**src/hdl/tap_pkg.sv**
```systemverilog
// Purpose: shared constants and types for the debug test access port controller
// Assumes: one 100 MHz core clock; all port pins sampled on that clock
// Notes: instruction codes, capture constants and state encodings live here

package tap_pkg;

  // ---------------------------------------------------------------------------
  // widths
  // ---------------------------------------------------------------------------
  localparam int IR_W = 4;         // instruction register length
  localparam int SEL_W = 4;        // scan path select register length
  localparam int ID_W = 32;        // identification register length
  localparam int SYNC_W = 4;       // number of synchronised pins

  // ---------------------------------------------------------------------------
  // instruction codes
  // ---------------------------------------------------------------------------
  localparam logic [IR_W-1:0] CHAIN_SELECT_INSTR = 4'h2;   // route scan path select register
  localparam logic [IR_W-1:0] INTERNAL_TEST_INSTR = 4'hc;  // selected chain, cells in test mode
  localparam logic [IR_W-1:0] IDENT_INSTR = 4'he;          // identification register
  localparam logic [IR_W-1:0] BYPASS_INSTR = 4'hf;         // one-bit bypass register
  localparam logic [IR_W-1:0] DEBUG_RESUME_INSTR = 4'h4;   // bypass plus leave debug state

  // ---------------------------------------------------------------------------
  // capture and reset values
  // ---------------------------------------------------------------------------
  localparam logic [IR_W-1:0] IR_CAPTURE_VAL = 4'h1;       // loaded in capture-ir
  localparam logic [SEL_W-1:0] SEL_CAPTURE_VAL = 4'h8;     // loaded in capture-dr
  localparam logic [SEL_W-1:0] CHAIN_RESET_VAL = 4'h0;     // chain active after reset

  // ---------------------------------------------------------------------------
  // implemented chain numbers; everything else is reserved
  // ---------------------------------------------------------------------------
  localparam logic [SEL_W-1:0] CHAIN_USER = 4'h0;
  localparam logic [SEL_W-1:0] CHAIN_DEBUG = 4'h1;
  localparam logic [SEL_W-1:0] CHAIN_ICE = 4'h2;
  localparam logic [SEL_W-1:0] CHAIN_SYSCTL = 4'hf;
  localparam int CHAIN_CNT = 4;    // returns of chains user, debug, ice, sysctl

  // ---------------------------------------------------------------------------
  // synchronised pin positions
  // ---------------------------------------------------------------------------
  localparam int PIN_MODE = 0;
  localparam int PIN_DATA = 1;
  localparam int PIN_ENABLE = 2;
  localparam int PIN_TRST = 3;
  localparam logic [SYNC_W-1:0] PIN_RESET_VAL = 4'h0;   // test reset held active at start

  // ---------------------------------------------------------------------------
  // types
  // ---------------------------------------------------------------------------
  // gray codes along the dr then ir path
  typedef enum logic [3:0] {
    ST_RESET = 4'h0, ST_IDLE = 4'h1, ST_SEL_DR = 4'h3, ST_CAP_DR = 4'h2,
    ST_SHIFT_DR = 4'h6, ST_EXIT1_DR = 4'h7, ST_PAUSE_DR = 4'h5, ST_EXIT2_DR = 4'h4,
    ST_UPD_DR = 4'hc, ST_SEL_IR = 4'hd, ST_CAP_IR = 4'hf, ST_SHIFT_IR = 4'he,
    ST_EXIT1_IR = 4'ha, ST_PAUSE_IR = 4'hb, ST_EXIT2_IR = 4'h9, ST_UPD_IR = 4'h8
  } tap_state_e;

  // data register placed on the serial path
  typedef enum logic [1:0] {
    DR_BYPASS = 2'h0, DR_IDENT = 2'h1, DR_CHAIN_SEL = 2'h2, DR_INTERNAL = 2'h3
  } dr_path_e;

  // control bundle toward the external scan chains
  typedef struct packed {
    logic [SEL_W-1:0] chain;   // active chain number
    logic test_mode;           // cells intercept signals
    logic capture;             // one-cycle capture strobe
    logic shift;               // one-cycle shift strobe
    logic update;              // one-cycle update strobe
    logic serial_data;         // serial bit into the chain
  } scan_ctrl_s;

endpackage

```
**src/hdl/debug_tap_controller.sv**
```systemverilog
// Purpose: test access port controller for a processor debug port
// Assumes: pins arrive asynchronously and are synchronised here; chains are outside
// Notes: no separate test clock; every step is qualified by the enable pin
//
// Contract
// - advance only on enabled rising clock edges
// - test reset forces cells into system mode
// - reset makes identification the current instruction
// - unknown instruction codes act as bypass
// - chain select routes select register, captures 1000
// - update-dr connects shifted chain, holds it
// - reset selects scan chain zero
// - scan path select register is four bits
// - internal test connects chain, cells test mode
// - internal test capture strobes the chain
// - internal test shift moves chain data
// - identification captures fixed code, shifts out
// - identification update changes nothing
// - bypass register captures zero
// - bypass delays serial data one enabled clock
// - bypass keeps system mode, no update
// - debug resume routes like bypass
// - debug resume signals exit on idle entry
// - four-bit ir captures 0001, shifts lsb first
// - reserved chains shift out only zeros

`timescale 1ns/1ns
`default_nettype none

module debug_tap_controller
  import tap_pkg::*;
#(
  parameter logic [ID_W-1:0] IDENT_CODE = 32'h1234_5679  // arbitrary value
) (
  input wire logic core_clk_i,
  input wire logic resetn_i,
  input wire logic mode_select_in_i,
  input wire logic serial_in_i,
  input wire logic tap_clock_enable_i,
  input wire logic test_reset_n_i,
  input wire logic [CHAIN_CNT-1:0] chain_return_i,
  output logic serial_out_o,
  output scan_ctrl_s scan_o,
  output logic debug_restart_o
);

  // ---------------------------------------------------------------------------
  // pin synchronisers
  // ---------------------------------------------------------------------------
  logic [SYNC_W-1:0] pins_raw;   // raw pin levels
  logic [SYNC_W-1:0] pins_f;     // filtered, synchronised levels
  assign pins_raw[PIN_MODE] = mode_select_in_i;
  assign pins_raw[PIN_DATA] = serial_in_i;
  assign pins_raw[PIN_ENABLE] = tap_clock_enable_i;
  assign pins_raw[PIN_TRST] = test_reset_n_i;

  // three synchroniser flops and a filter flop per pin; a change counts once stages two and three agree
  for (genvar g = 0; g < SYNC_W; g++) begin : g_sync
    logic s1;
    logic s2;
    logic s3;
    logic f;
    always_ff @(posedge core_clk_i or negedge resetn_i) begin
      if (!resetn_i) begin
        s1 <= PIN_RESET_VAL[g];
        s2 <= PIN_RESET_VAL[g];
        s3 <= PIN_RESET_VAL[g];
        f <= PIN_RESET_VAL[g];
      end else begin
        s1 <= pins_raw[g];
        s2 <= s1;
        s3 <= s2;
        // only stages two and three feed the filter
        if (s2 == s3) begin
          f <= s3;
        end
      end
    end
    assign pins_f[g] = f;
  end

  logic tms;      // mode select
  logic tdi;      // serial data in
  logic en;       // shift/advance qualifier
  logic trst_n;   // test reset, active low
  assign tms = pins_f[PIN_MODE];
  assign tdi = pins_f[PIN_DATA];
  assign en = pins_f[PIN_ENABLE];
  assign trst_n = pins_f[PIN_TRST];

  // ---------------------------------------------------------------------------
  // state machine
  // ---------------------------------------------------------------------------
  tap_state_e state;        // current tap state
  tap_state_e next_state;   // graph successor for the sampled mode bit
  // standard transition graph
  always_comb begin
    next_state = state;
    unique case (state)
      ST_RESET: next_state = tms ? ST_RESET : ST_IDLE;
      ST_IDLE: next_state = tms ? ST_SEL_DR : ST_IDLE;
      ST_SEL_DR: next_state = tms ? ST_SEL_IR : ST_CAP_DR;
      ST_CAP_DR: next_state = tms ? ST_EXIT1_DR : ST_SHIFT_DR;
      ST_SHIFT_DR: next_state = tms ? ST_EXIT1_DR : ST_SHIFT_DR;
      ST_EXIT1_DR: next_state = tms ? ST_UPD_DR : ST_PAUSE_DR;
      ST_PAUSE_DR: next_state = tms ? ST_EXIT2_DR : ST_PAUSE_DR;
      ST_EXIT2_DR: next_state = tms ? ST_UPD_DR : ST_SHIFT_DR;
      ST_UPD_DR: next_state = tms ? ST_SEL_DR : ST_IDLE;
      ST_SEL_IR: next_state = tms ? ST_RESET : ST_CAP_IR;
      ST_CAP_IR: next_state = tms ? ST_EXIT1_IR : ST_SHIFT_IR;
      ST_SHIFT_IR: next_state = tms ? ST_EXIT1_IR : ST_SHIFT_IR;
      ST_EXIT1_IR: next_state = tms ? ST_UPD_IR : ST_PAUSE_IR;
      ST_PAUSE_IR: next_state = tms ? ST_EXIT2_IR : ST_PAUSE_IR;
      ST_EXIT2_IR: next_state = tms ? ST_UPD_IR : ST_SHIFT_IR;
      ST_UPD_IR: next_state = tms ? ST_SEL_DR : ST_IDLE;
    endcase
  end

  // state register; test reset wins over any step
  always_ff @(posedge core_clk_i or negedge resetn_i) begin
    if (!resetn_i) begin
      state <= ST_RESET;
    end else if (!trst_n) begin
      state <= ST_RESET;
    end else if (en) begin
      state <= next_state;
    end
  end

  // ---------------------------------------------------------------------------
  // instruction register
  // ---------------------------------------------------------------------------
  logic [IR_W-1:0] ir_shift;   // serial stage
  logic [IR_W-1:0] instr;      // current instruction
  // capture, shift lsb first, update
  always_ff @(posedge core_clk_i or negedge resetn_i) begin
    if (!resetn_i) begin
      ir_shift <= IR_CAPTURE_VAL;
      instr <= IDENT_INSTR;
    end else if (!trst_n || (en && next_state == ST_RESET)) begin
      ir_shift <= IR_CAPTURE_VAL;
      instr <= IDENT_INSTR;
    end else if (en) begin
      unique case (state)
        ST_CAP_IR: ir_shift <= IR_CAPTURE_VAL;
        ST_SHIFT_IR: ir_shift <= {tdi, ir_shift[IR_W-1:1]};
        ST_UPD_IR: instr <= ir_shift;
        default: ir_shift <= ir_shift;
      endcase
    end
  end

  // ---------------------------------------------------------------------------
  // instruction decode
  // ---------------------------------------------------------------------------
  dr_path_e dr_sel;   // data register on the serial path
  always_comb begin
    unique case (instr)
      CHAIN_SELECT_INSTR: dr_sel = DR_CHAIN_SEL;
      INTERNAL_TEST_INSTR: dr_sel = DR_INTERNAL;
      IDENT_INSTR: dr_sel = DR_IDENT;
      default: dr_sel = DR_BYPASS;
    endcase
  end

  logic cap_dr;     // enabled capture-dr step
  logic shift_dr;   // enabled shift-dr step
  logic upd_dr;     // enabled update-dr step
  assign cap_dr = en && trst_n && state == ST_CAP_DR;
  assign shift_dr = en && trst_n && state == ST_SHIFT_DR;
  assign upd_dr = en && trst_n && state == ST_UPD_DR;

  // ---------------------------------------------------------------------------
  // data registers
  // ---------------------------------------------------------------------------
  logic [SEL_W-1:0] sel_shift;   // scan path select register
  logic [SEL_W-1:0] chain;       // active scan chain
  logic [ID_W-1:0] id_shift;     // identification register
  logic bypass;                  // bypass register

  always_ff @(posedge core_clk_i or negedge resetn_i) begin
    if (!resetn_i) begin
      sel_shift <= SEL_CAPTURE_VAL;
    end else if (dr_sel == DR_CHAIN_SEL) begin
      if (cap_dr) begin
        sel_shift <= SEL_CAPTURE_VAL;
      end else if (shift_dr) begin
        sel_shift <= {tdi, sel_shift[SEL_W-1:1]};
      end
    end
  end

  // active chain: reset to zero, changed only by a chain select update
  always_ff @(posedge core_clk_i or negedge resetn_i) begin
    if (!resetn_i) begin
      chain <= CHAIN_RESET_VAL;
    end else if (!trst_n) begin
      chain <= CHAIN_RESET_VAL;
    end else if (upd_dr && dr_sel == DR_CHAIN_SEL) begin
      chain <= sel_shift;
    end
  end

  always_ff @(posedge core_clk_i or negedge resetn_i) begin
    if (!resetn_i) begin
      id_shift <= IDENT_CODE;
    end else if (dr_sel == DR_IDENT) begin
      if (cap_dr) begin
        id_shift <= IDENT_CODE;
      end else if (shift_dr) begin
        id_shift <= {tdi, id_shift[ID_W-1:1]};
      end
    end
  end

  always_ff @(posedge core_clk_i or negedge resetn_i) begin
    if (!resetn_i) begin
      bypass <= 1'b0;
    end else if (dr_sel == DR_BYPASS) begin
      if (cap_dr) begin
        bypass <= 1'b0;
      end else if (shift_dr) begin
        bypass <= tdi;
      end
    end
  end

  // ---------------------------------------------------------------------------
  // external scan chain control
  // ---------------------------------------------------------------------------
  logic chain_bit;   // serial return of the active chain
  logic intest;      // internal test current and not in test reset
  always_comb begin
    unique case (chain)
      CHAIN_USER: chain_bit = chain_return_i[0];
      CHAIN_DEBUG: chain_bit = chain_return_i[1];
      CHAIN_ICE: chain_bit = chain_return_i[2];
      CHAIN_SYSCTL: chain_bit = chain_return_i[3];
      default: chain_bit = 1'b0;
    endcase
  end

  assign intest = trst_n && dr_sel == DR_INTERNAL;

  // strobes toward the chains
  always_comb begin
    scan_o.chain = chain;
    scan_o.test_mode = intest;
    scan_o.capture = intest && cap_dr;
    scan_o.shift = intest && shift_dr;
    scan_o.update = intest && upd_dr;
    scan_o.serial_data = tdi;
  end

  // ---------------------------------------------------------------------------
  // serial output
  // ---------------------------------------------------------------------------
  logic next_serial_out;   // lsb of the register on the path
  always_comb begin
    next_serial_out = 1'b0;
    if (state == ST_SHIFT_IR) begin
      next_serial_out = ir_shift[0];
    end else if (state == ST_SHIFT_DR) begin
      unique case (dr_sel)
        DR_BYPASS: next_serial_out = bypass;
        DR_IDENT: next_serial_out = id_shift[0];
        DR_CHAIN_SEL: next_serial_out = sel_shift[0];
        DR_INTERNAL: next_serial_out = chain_bit;
      endcase
    end
  end

  // registered serial output
  always_ff @(posedge core_clk_i or negedge resetn_i) begin
    if (!resetn_i) begin
      serial_out_o <= 1'b0;
    end else begin
      serial_out_o <= next_serial_out;
    end
  end

  // ---------------------------------------------------------------------------
  // debug resume
  // ---------------------------------------------------------------------------
  // pulse on idle entry
  always_ff @(posedge core_clk_i or negedge resetn_i) begin
    if (!resetn_i) begin
      debug_restart_o <= 1'b0;
    end else begin
      // update-ir makes the shifted code current as idle is entered
      debug_restart_o <= en && trst_n && state != ST_IDLE && next_state == ST_IDLE &&
                         (state == ST_UPD_IR ? ir_shift : instr) == DEBUG_RESUME_INSTR;
    end
  end
endmodule

`default_nettype wire

```
**config.mk**
```make
export PLATFORM = sky130hd
export DESIGN_NAME = debug_tap_controller
export DESIGN_NICKNAME = d
export VERILOG_FILES = /design/src/hdl/tap_pkg.sv /design/src/hdl/debug_tap_controller.sv
export SDC_FILE = /design/constraint.sdc
export NUM_CORES = 1
export LEC_CHECK = 0
export BUFFER_PORTS_ARGS = -buffer_cell sky130_fd_sc_hd__buf_4
export CAP_MARGIN = 20
export CORE_ASPECT_RATIO = 0.75
export CORE_MARGIN = 2
export CORE_UTILIZATION = 55
export CTS_CLUSTER_SIZE = 28
export DETAILED_ROUTE_END_ITERATION = 7
export HOLD_SLACK_MARGIN = 0.05
export MAX_ROUTING_LAYER = met4
export PLACE_DENSITY = 0.69
export SLEW_MARGIN = 20
export SYNTH_ARGS = -nofsm -noshare
export SYNTH_HDL_FRONTEND = slang
export SYNTH_SLANG_ARGS = --single-unit
```
**constraint.sdc**
```tcl
create_clock -name core_clk_i -period 2.27 [get_ports core_clk_i]
set_input_delay 0.1135 -clock core_clk_i [delete_from_list [all_inputs] [get_ports core_clk_i]]
set_output_delay 0.1135 -clock core_clk_i [all_outputs]
set_load 0.05 [all_outputs]
```
## Word level (Yosys, flattened, before mapping)

Cells that the tools add are included.
Widths: inputs -> output; s select.

- Equality and inequality tests: 33
- Multiplexer cells: 34
- Reduce and logical (&&, ||, !) cells: 29

Operator list:

| cell | number |
|---|---|
| $mux 32 | 2 |
| $mux 4 | 15 |
| $pmux 4 s12 | 1 |
| $eq 4x4->1 const B | 11 |
| $eq 4x3->1 const B | 5 |
| $eq 4x2->1 const B | 4 |
| $logic_and 1x1->1 | 13 |
| $eq 4x1->1 const B | 3 |
| $logic_not 4->1 | 3 |
| $pmux 1 s4 | 2 |
| $pmux 4 s2 | 1 |
| $reduce_and 2->1 | 4 |
| $mux 1 | 7 |
| $mux 2 | 3 |
| $mux 3 | 2 |
| $pmux 2 s3 | 1 |
| $eq 1x1->1 | 4 |
| $eq 2x2->1 const B | 2 |
| $ne 4x1->1 const B | 1 |
| $reduce_bool 2->1 | 2 |
| $reduce_or 2->1 | 2 |
| $reduce_bool 3->1 | 1 |
| $reduce_or 3->1 | 1 |
| $eq 2x1->1 const B | 1 |
| other kinds (5) | 5 |

- Bits in registers: 71
- Bits of input ports: 10
- Output and inout bits: 11

## Depth between registers and ports, before layout

Gate-level depths: netlist (run 1).

- Word-level depth: 8
- Gate-level depth with buffers: 8
- Mapped depth without buffers: 5

## Least setup slack after synthesis (run 1)

Ideal clock, no wire load.

- Path kind: register to output
- Start: register state[0]
- End: output scan_o[3] in the netlist's numbering
- Arrival: 2.133 ns
- Slack: 0.024 ns
- Cell stages (with the launch flop): 5
- Buffers on the path: 1
- Path through: dfrtp_1 and2b_1 or3b_1 buf_2 nor3_1

RTL lines:

| item | line | source |
|---|---|---|
| from (decl) | debug_tap_controller.sv:94 | `tap_state_e state;` |
| from (signal assigned) | debug_tap_controller.sv:126 | `state <= next_state;` |
| to (decl) | debug_tap_controller.sv:43 | `output scan_ctrl_s scan_o,` |

## Worst setup path after layout (run 1)

- Start: register g_sync[3].f
- End: register id_shift[4]

- Cells in the longest elaborated chain, start to end: 4
- Elaborated cells on any way between the ends: 6
- Classes of those cells: mux (1); reduce/logical (5)

Ends and longest elaborated chain:

| item | line | source |
|---|---|---|
| from (decl) | debug_tap_controller.sv:62 | `logic f;` |
| from (signal assigned) | debug_tap_controller.sv:68 | `f <= PIN_RESET_VAL[g];` |
| $logic_and 1x1->1 (*) | debug_tap_controller.sv:169, debug_tap_controller.sv:170 |  |
| $logic_and 1x1->1 (on tied branches) | debug_tap_controller.sv:169, debug_tap_controller.sv:170 |  |
| $reduce_bool 2->1 (no line) | - |  |
| $reduce_and 2->1 (no line) | - |  |
| to (signal assigned) | debug_tap_controller.sv:211 | `id_shift <= {tdi, id_shift[ID_W-1:1]};` |
| to (decl) | debug_tap_controller.sv:178 | `logic [ID_W-1:0] id_shift;` |

Mark *: on every way between the ends. The rest lies on a longest branch, timed or not.
A chain may end at the register's enable or synchronous reset.

==> qor.csv, run 1 <==
stage,metric,value,unit
status,status,"finished, final reports clean",
synthesis,synth top area cells,"dfrtp_1 41%, dfstp_2 16%, nand3_1 4.8%, nand2_1 4.3%, o21ai_0 3.8%",
setup_path,critical path class,register to register,
detailed_routing,DR vias/cell,5.48,
floorplanning,site row count,24,
setup_path,CP startpoint,g_sync[3].f,
timing,Achievable Freq,484,MHz
pwr,Lkg Pwr,1.61,nW
setup_path,Worst setup EP type,register,
setup_path,critical path data required time,2.54,ns
clock_network,"Clk Latency, worst-skew pair",0.35,ns
setup_path,CP Capture Point,id_shift[4],
grt,antenna violations before repair,0,
timing,final worst path period share,91.0,%
timing,Rel. slew slack,42.1,%
finish,proportion of layout cells with a drive suffix above 1,18.3,%
detailed_routing,Iter 0 DRT Violations,165,
clock_network,Root Driver,clkbuf_8,
clock_network,Post-CTS Setup Inserts,0,
timing,Setup-failing EPs final,0,
detailed_routing,Vias,2377,
floorplanning,I/O pin cnt,21,
synthesis,cell area after synthesis,3200,sq um
synthesis,post-synth top area share,40.7,%
setup_path,Crit path largest cell delay,0.62,ns
clock_network,CTS tree,built,
clock_network,CTS sink count,71,
synthesis,post-synthesis sequential area ratio,56.3,%
setup_path,Crit Path Max Fanout,11,
place,Final HPWL DP,3960,um
synthesis,post-synth top area cell,dfrtp_1,
grt,global-route wire length before repair,10800,um
clock_network,Worst-path clk slew,0.07,ns
setup_path,r2r startpoint,g_sync[3].f,
place,PortBufs,20,
setup_path,r2r setup slk,0.20,ns
timing,Tmin final,2.07,ns
clock_network,clock tree buffer depth,2,
synthesis,ys flop type,dfrtp_1,
setup_path,Crit path arrival time,2.34,ns
synthesis,fraction of registers with async set/reset,100,%
synthesis,"count leader, synth",dfrtp_1,
job,max_cap viols,0,
finish,Ant. Diodes,0,
floorplanning,area of the core,5710,sq um
grt,gr ovfl total,0,
timing,setup tns final,0,ns
timing,RSZ-0062 raised after global routing,no,
setup_path,r2r worst-path depth,5,
detailed_routing,DR WL/cell,14.1,um
pwr,VDD IR max,0.000492,V
timing,worst slew pin tran,0.869,ns
detailed_routing,final WL,6130,um
synthesis,"FF+latch count, synth",71,
detailed_routing,Detail Route Antenna Nets,0,
grt,largest net degree at the start of global routing,72,
place,GPL Wtd Cong,0.791,
clock_network,cts bufs inserted,9,
timing,"Slew Viols, Final",0,
clock_network,H-tree depth,3,
setup_path,crit path cell chain,nand2_1 > or3b_1 > or4b_4 > nor3b_1 > a21oi_1,
floorplanning,DIE HEIGHT,70.1,um
min_path,HP Class,primary input to register,
synthesis,number of distinct library cells after synthesis,47,
grt,total track usage,22.1,%
floorplanning,die width,92.1,um
timing,clk_skew,0.00945,ns
finish,nets,362,
setup_path,"Slowest-stage cell, CP",or4b_4,
setup_path,r2r endpoint,id_shift[4],
synthesis,warnings from Yosys,0,
synthesis,syn avg cell area,9.61,sq um
clock_network,post-cts resize count,0,
timing,worst hold slack,0.342,ns
floorplanning,Die Area,6450,sq um
timing,Hold Fails Final Rpt,0,
synthesis,Post-synth EDFFs,0,
synthesis,Post-Synthesis Cells,333,
setup_path,critical path launch point type,register,
detailed_routing,Pre-antenna DRT Iters,4,
detailed_routing,DRC Markers,0,
synthesis,Post-synth top cells,"52 x dfrtp_1, 37 x nand2_1, 32 x nor2_1",
floorplanning,Initial Util,56.1,%
pwr,PD cells,849,nW/um^2
grt,vias in the first global route,2182,
synthesis,Mapped Nets,343,
finish,P&R area growth vs syn,12.9,%
[kinds of logic (layout without fill, tap and decap cells)]
group	Yosys count	in the layout	share of synthesized area, %
AO/OA/AOI/OAI	67	67	12.4
XOR/XNOR	1	1	0.274
adder cells (fa/ha/maj)	4	4	1.25
buffers and inverters	48	71	7.00
multiplexers	5	5	1.56
flip-flops	71	71	56.3
AND/OR/NAND/NOR	137	137	21.3
[layout by cell type, fill, tap and decap left out, types with 2 or more instances in the layout]
cell type      netlist  routed
dfrtp_1             52      52
nand2_1             37      37
nor2_1              32      32
nand3_1             31      31
buf_4                4      28
o21ai_0             24      24
inv_1               21      21
dfstp_2             19      19
a31oi_1             17      17
a21oi_1             12      12
clkbuf_8             0      11
nor3_1               8       8
mux2i_1              5       5
dlygate4sd3_1        0       5
nor2b_1              4       4
nor4_1               4       4
nor3b_1              4       4
maj3_1               4       4
nor4b_1              3       3
nand2b_1             3       3
or3_1                2       2
o22ai_1              2       2
a211oi_1             2       2
clkinvlp_4           0       2
[per-layer routing]
layer / up-vias / part of all wire (%) / global-route usage, %
li1: 1179 / - / -
met1: 1128 / 52 / 32.8
met2: 66 / 42 / 29.2
met3: 4 / 5.6 / 7.23
met4: 0 / 0.64 / 5.97
met5: - / 0 / -
[cell type report]
cell class,count,area [sq um]
flip-flops and latches,71,1800
multi-input cells,214,1180
inverters,22,82.6
well taps,78,97.6
clock inverters,3,20.0
repair buffers,34,280
clock buffers,12,155
fillers,492,2090
[registers in the layout, summed over array words and instances (netlist names)]
name             cells
sel_shift            4
g_sync.s2            4
instr                4
en                   1
g_sync.s1            4
g_sync.f             3
ir_shift             4
id_shift            32
bypass               1
debug_restart_o      1
g_sync.s3            4
chain                4
serial_out_o         1
state                4
[worst min-delay path by stage]
stage,start,endpoint,slack [ns],cells after the start
after floorplan,resetn_i,bypass,-0.18,0
after global placement,test_reset_n_i,g_sync[3].s1,0.22,1
after detailed placement,serial_in_i,g_sync[1].s1,0.22,1
after CTS,chain_return_i[0],serial_out_o,0.33,5
after global routing,g_sync[1].s1,g_sync[1].s2,0.36,0
final,chain_return_i[0],serial_out_o,0.34,5
[report_power, final]
group | switching, mW | leakage [nW] | internal [mW]
combinational | 0.323 | 0.643 | 0.215
sequential | 0.110 | 0.886 | 1.52
clock | 0.449 | 0.0845 | 0.448
total | 0.881 | 1.61 | 2.19
[critical path: cells and delay by family, from the launching register on]
kind / cells / cell delay [ns]
AOI/OAI and AO/OA: 1 / 0.06
and+or+nand+nor: 4 / 1.48
DFF: 1 / 0.46
[metrics by stage]
| step | worst slack [ns] | cells | utilization [%] | cell area [sq um] | power [mW] |
|---|---|---|---|---|---|
| after global placement | 0.268 | 414 | 59.4 | 3390 | 2.17 |
| after floorplan | 0.0235 | 333 | - | 3200 | 2.04 |
| final | 0.203 | 434 | 63.3 | 3610 | 3.07 |
| after CTS | 0.223 | 434 | 63.3 | 3610 | 3.10 |
| after global routing | 0.0653 | 434 | 63.3 | 3610 | 3.27 |
| after detailed placement | 0.229 | 414 | 59.4 | 3390 | 2.19 |
[timing repair]
action | in CTS | in global routing
hold endpoints to repair | 56 | 0
setup endpoints to repair | 0 | 0
hold buffers | 5 | 0
Note: power is estimated with default switching activity, not from simulation.
==> run 2: changes to the inputs <==
MAX_ROUTING_LAYER = not set   (was met4)
==> run 2 against run 1 <==
Net effect: global-route usage fell by 0.65 points; fmax up 0.16%; clock skew down 0.0018 ns; non-clock buffer count did not move; first-iteration DRC count up 5.5%; total power hardly changed; sequential power barely moved; via count hardly changed; register-to-register slack about the same; cell count did not move; combinational power about the same.
==> qor.csv, run 2 (synthesized netlist as in run 1, its figures left out) <==
stage,metric,value,unit,change
status,status,"finished, final reports clean",,
detailed_routing,Vias,2375,,-0.084%
timing,worst slew pin tran,0.874,ns,+0.00487 ns
clock_network,clock tree buffer depth,2,,unchanged
timing,Achievable Freq,485,MHz,+0.16%
min_path,HP Class,primary input to register,,
detailed_routing,Iter 0 DRT Violations,174,,+5.5%
job,max_cap viols,0,,unchanged
finish,most frequent cells in the layout,"52 x dfrtp_1, 37 x nand2_1, 32 x nor2_1",,
detailed_routing,DRC Markers,0,,unchanged
clock_network,Post-CTS Hold Buffers,5,,unchanged
timing,Rel. slew slack,41.7,%,-0.32 points
clock_network,Worst-path clk slew,0.07,ns,about the same
finish,"commonest non-fill, non-tap cell in the layout",dfrtp_1,,
detailed_routing,DR WL/cell,14.1,um,+0.11%
floorplanning,Initial Util,56.1,%,unchanged
timing,Tmin final,2.06,ns,-0.00330 ns
timing,setup tns final,0,ns,unchanged
clock_network,cts bufs inserted,9,,unchanged
pwr,PD cells,850,nW/um^2,about the same
finish,proportion of layout cells with a drive suffix above 1,18.3,%,unchanged
clock_network,Root Driver,clkbuf_8,,
min_path,Hold Path Depth,5,,unchanged
timing,final worst path period share,90.9,%,-0.15 points
place,GPL Wtd Cong,0.780,,-1.4%
finish,number of flip-flops in the largest register,32,,unchanged
detailed_routing,Pre-antenna DRT Iters,4,,unchanged
min_path,hold path startpoint,chain_return_i[0],,
setup_path,Crit path arrival time,2.34,ns,about the same
grt,total track usage,21.4,%,-0.65 points
setup_path,r2r startpoint,g_sync[3].f,,
setup_path,r2r worst-path depth,5,,unchanged
setup_path,critical path launch point type,register,,
floorplanning,DIE HEIGHT,70.1,um,unchanged
place,PortBufs,20,,unchanged
detailed_routing,DR vias/cell,5.47,,about the same
floorplanning,area of the core,5710,sq um,unchanged
setup_path,CP startpoint,g_sync[3].f,,
pwr,VDD IR max,0.000490,V,-0.39%
grt,vias in the first global route,2186,,+0.18%
setup_path,Worst setup EP type,register,,
timing,Hold Fails Final Rpt,0,,unchanged
floorplanning,I/O pin cnt,21,,unchanged
finish,most flop-heavy register,id_shift,,
place,Final HPWL DP,3960,um,unchanged
detailed_routing,final WL,6130,um,+0.11%
clock_network,H-tree depth,3,,unchanged
floorplanning,site row count,24,,unchanged
clock_network,CTS tree,built,,
finish,post-route insts no fill,434,,unchanged
place,DP Cell Count,414,,unchanged
grt,gr ovfl total,0,,unchanged
timing,clk_skew,0.00770,ns,-0.00175 ns
timing,"Slew Viols, Final",0,,unchanged
floorplanning,die width,92.1,um,unchanged
clock_network,post-cts resize count,0,,unchanged
grt,antenna violations before repair,0,,unchanged
grt,largest net degree at the start of global routing,72,,unchanged
clock_network,CTS sink count,71,,unchanged
finish,P&R area growth vs syn,12.9,%,unchanged
timing,RSZ-0062 raised after global routing,no,,
setup_path,Crit Path Max Fanout,11,,unchanged
pwr,Lkg Pwr,1.61,nW,unchanged
finish,Ant. Diodes,0,,unchanged
finish,nets,362,,unchanged
setup_path,critical path data required time,2.54,ns,about the same
floorplanning,Die Area,6450,sq um,unchanged
timing,worst hold slack,0.341,ns,-0.00111 ns
finish,fill count,492,,unchanged
timing,Setup-failing EPs final,0,,unchanged
detailed_routing,Detail Route Antenna Nets,0,,unchanged
clock_network,Post-CTS Setup Inserts,0,,unchanged
clock_network,"Clk Latency, worst-skew pair",0.35,ns,about the same
grt,global-route wire length before repair,10800,um,-0.13%
setup_path,critical path class,register to register,,
-- run 2: cell counts in the layout (fill, tap and decap cells not counted) --
No cell type changed its count.
-- run 2: per-layer routing --
| metal | up-vias | global-route usage, % | share of wire, % |
|---|---|---|---|
| met5 | - | 0 | 0 |
| li1 | 1182 | - | - |
| met3 | 2 | 8.09 | 5.3 |
| met4 | 0 | 4.98 | 0.31 |
| met1 | 1132 | 32.7 | 52 |
| met2 | 59 | 29.2 | 42 |
-- run 2: area by class of cell --
| class | instances | area (sq um) | area share [%] |
|---|---|---|---|
| multi-input cells | 214 | 1180 | 32.6 |
| inverters | 22 | 82.6 | 2.29 |
| flip-flops and latches | 71 | 1800 | 49.8 |
| clock buffers | 12 | 155 | 4.30 |
| repair buffers | 34 | 280 | 7.76 |
| clock inverters | 3 | 20.0 | 0.554 |
| well taps | 78 | 97.6 | 2.70 |
-- run 2: path summary, 6_finish.rpt --
kind                           endpoint  slack, ns
min in group asynchronous   ir_shift[2]       0.40
hold reg to reg            g_sync[1].s2       0.35
setup reg to reg            id_shift[4]       0.21
max in group asynchronous   g_sync[0].f       1.27
hold / removal             serial_out_o       0.34
setup / recovery            id_shift[4]       0.21
-- run 2: worst max-delay path: stages, from the launching register on --
cell     delay (ns)
dfrtp_1        0.46
nand2_1        0.13
or3b_1         0.52
or4b_4         0.62
nor3b_1        0.21
a21oi_1        0.06
-- run 2: report_power, final --
part,internal (mW),switching (mW),total [mW]
logic,0.215,0.324,0.540
clock network,0.448,0.448,0.896
registers,1.52,0.109,1.63
total,2.19,0.882,3.07
-- run 2: through the flow --
| stage | area (sq um) | util, % | total power [mW] | setup slack, ns |
|---|---|---|---|---|
| final | 3610 | 63.3 | 3.07 | 0.207 |
| after global routing | 3610 | 63.3 | 3.27 | 0.0675 |
| after CTS | 3610 | 63.3 | 3.10 | 0.223 |
| after detailed placement | 3390 | 59.4 | 2.19 | 0.229 |
| after global placement | 3390 | 59.4 | 2.17 | 0.268 |
| after floorplan | 3200 | - | 2.04 | 0.0235 |
==> run 3: changes to the inputs <==
--- a/config.mk
+++ b/config.mk
@@ -16,3 +16,3 @@
 export PLACE_DENSITY = 0.69
-export SLEW_MARGIN = 20
+export SLEW_MARGIN = 25
 export SYNTH_ARGS = -nofsm -noshare
==> constraint.sdc (replaced) <==
create_clock -name core_clk_i -period 2.27 [get_ports core_clk_i]
set_input_delay 0.454 -clock core_clk_i [delete_from_list [all_inputs] [get_ports core_clk_i]]
set_output_delay 0.454 -clock core_clk_i [all_outputs]
set_load 0.05 [all_outputs]
==> run 3 against run 2 <==
Net effect: clock power grew 22%; fmax shrank 6.2%; utilization grew 1.1 points; largest cell class unchanged; global-route usage is essentially flat; via count shrank 0.59%; critical path depth shrank 1; largest power group unchanged; die area is the same.
==> qor.csv, run 3 (synthesized netlist as in run 1, its figures left out) <==
stage,metric,value,unit,change
detailed_routing,final WL,6050,um,-1.4%
finish,Sequential cell area,1800,sq um,about the same
detailed_routing,DR vias/cell,5.44,,-0.59%
finish,most frequent cells in the layout,"51 x dfrtp_1, 36 x nand2_1, 31 x nor2_1, 31 x nand3_1, 29 x buf_4",,
finish,fin util,64.4,%,+1.1 points
finish,most flop-heavy register,id_shift,,
clock_network,Post-CTS Setup Inserts,0,,unchanged
setup_path,Crit Path Max Fanout,8,,-3
clock_network,Worst-path clk slew,0.07,ns,about the same
floorplanning,area of the core,5710,sq um,unchanged
setup_path,Worst setup EP type,output port,,
finish,number of flip-flops in the largest register,32,,unchanged
finish,Final Cell Area,3670,sq um,+1.7%
timing,Tmin final,2.20,ns,+0.136 ns
timing,RSZ-0062 raised after global routing,yes,,
finish,"commonest non-fill, non-tap cell in the layout",dfrtp_1,,
pwr,PnR Total Power,3.27,mW,+6.7%
grt,total track usage,21.4,%,-0.035 points
setup_path,critical path launch point type,register,,
min_path,HP Class,primary input to asynchronous set/reset pin,,
floorplanning,site row count,24,,unchanged
detailed_routing,Detail Route Antenna Nets,0,,unchanged
floorplanning,DIE HEIGHT,70.1,um,unchanged
detailed_routing,DRC Markers,0,,unchanged
timing,final worst path period share,96.9,%,+6.0 points
pwr,Sw Share,27.9,%,-0.80 points
pwr,VDD IR max,0.000522,V,+6.5%
timing,Hold Fails Final Rpt,0,,unchanged
clock_network,Post-CTS Hold Buffers,0,,-5
grt,global-route wire length before repair,10500,um,-2.7%
pwr,Clock Power Share,33.3,%,+4.1 points
floorplanning,die width,92.1,um,unchanged
clock_network,CTS sink count,71,,unchanged
place,Final HPWL DP,3870,um,-2.2%
floorplanning,I/O pin cnt,21,,unchanged
timing,"Slew Viols, Final",0,,unchanged
status,status,"finished, final reports clean",,
finish,Ant. Diodes,0,,unchanged
detailed_routing,Pre-antenna DRT Iters,4,,unchanged
place,"Cell Area, Placed",3420,sq um,+1.1%
clock_network,cts bufs inserted,9,,unchanged
clock_network,Root Driver,clkbuf_8,,
pwr,total internal power,2.36,mW,+7.9%
setup_path,r2r worst-path depth,5,,unchanged
setup_path,critical path class,register to output port,,
timing,setup tns final,0,ns,unchanged
pwr,Lkg Pwr,1.64,nW,+1.4%
detailed_routing,Vias,2361,,-0.59%
detailed_routing,DR WL/cell,13.9,um,-1.4%
floorplanning,Die Area,6450,sq um,unchanged
grt,largest net degree at the start of global routing,72,,unchanged
clock_network,clock tree buffer depth,2,,unchanged
clock_network,"Clk Latency, worst-skew pair",0.35,ns,about the same
detailed_routing,Iter 0 DRT Violations,145,,-17%
grt,antenna violations before repair,0,,unchanged
timing,Rel. slew slack,72.5,%,+31 points
timing,clk_skew,0.00992,ns,+0.00222 ns
place,PortBufs,20,,unchanged
job,max_cap viols,0,,unchanged
place,setup slack at placement,0.179,ns,-0.0500 ns
finish,nets,361,,-0.28%
finish,P&R area growth vs syn,14.7,%,
pwr,PD cells,892,nW/um^2,+4.9%
timing,worst slew pin tran,0.407,ns,-0.467 ns
setup_path,critical path data required time,1.82,ns,-0.72 ns
setup_path,Crit path arrival time,1.75,ns,-0.59 ns
pwr,Net Switching,0.915,mW,+3.7%
place,GPL Wtd Cong,0.791,,+1.4%
timing,Setup-failing EPs final,0,,unchanged
timing,final worst setup slack,0.0705,ns,-0.136 ns
finish,fill count,480,,-2.4%
floorplanning,Initial Util,56.1,%,unchanged
clock_network,CTS tree,built,,
grt,gr ovfl total,0,,unchanged
finish,Multi-input gate area,1210,sq um,+2.6%
timing,Achievable Freq,455,MHz,-6.2%
finish,proportion of layout cells with a drive suffix above 1,21.6,%,+3.4 points
pwr,Reg power frac,50.0,%,-3.2 points
grt,vias in the first global route,2057,,-5.9%
pwr,combinational fraction of design power,16.8,%,-0.8 points
clock_network,H-tree depth,3,,unchanged
run 3: cell types whose count changed in the layout (fill, tap and decap cells not counted), moves of 2 or more:
cell           before  now
dlygate4sd3_1       5    0
buf_6               0    3
bufinv_16           0    2
clkbuf_8           11    9
nor3_1              8    6
run 3: per-layer routing:
metal,wire [um],up-vias,global-route usage [%]
met5,0,-,0
met4,88,0,8.96
met3,249,8,6.69
met2,2540,42,27.5
met1,3170,1133,33.2
li1,-,1178,-
run 3: repair_timing:
action,CTS,global route
endpoints found under the setup margin,3,3
resized for setup,4,5
gates cloned,0,0
run 3: power by group through the flow:
stage | clock (mW) | combinational (mW) | sequential [mW]
finish | 1.09 | 0.549 | 1.64
global route | 1.17 | 0.627 | 1.66
CTS | 1.12 | 0.548 | 1.63
detailed placement | 0 | 0.545 | 1.65
global placement | 0 | 0.533 | 1.65
floorplan | 0 | 0.428 | 1.61
run 3: area by class of cell:
type | count | share of cell area [%]
clock buffers | 10 | 3.48
clock inverters | 6 | 2.32
inverters | 22 | 2.25
multi-input cells | 214 | 32.8
flip-flops and latches | 71 | 49.1
well taps | 78 | 2.66
repair buffers | 33 | 7.39
run 3: path summary, 6_finish.rpt:
path,to,from,slack [ns]
worst max-delay path,scan_o[3],state[0],0.07
min in group core_clk_i,g_sync[0].s1,mode_select_in_i,0.21
worst max register to register,id_shift[4],state[0],0.27
worst min-delay path,g_sync[3].s3,resetn_i,0.08
worst min register to register,g_sync[1].s2,g_sync[1].s1,0.35
max in group asynchronous,ir_shift[0],resetn_i,1.81
run 3: worst max-delay path: stages, from the launching register on:
cell	delay (ns)
dfrtp_1	0.37
and2b_1	0.23
or3b_4	0.46
nor3_4	0.15
buf_6	0.18
run 3: per-stage QoR:
stage	cells	hold WS, ns
floorplan	333	0.158
global placement	418	0.332
detailed placement	418	0.342
CTS	434	0.104
global route	434	0.123
finish	434	0.0796
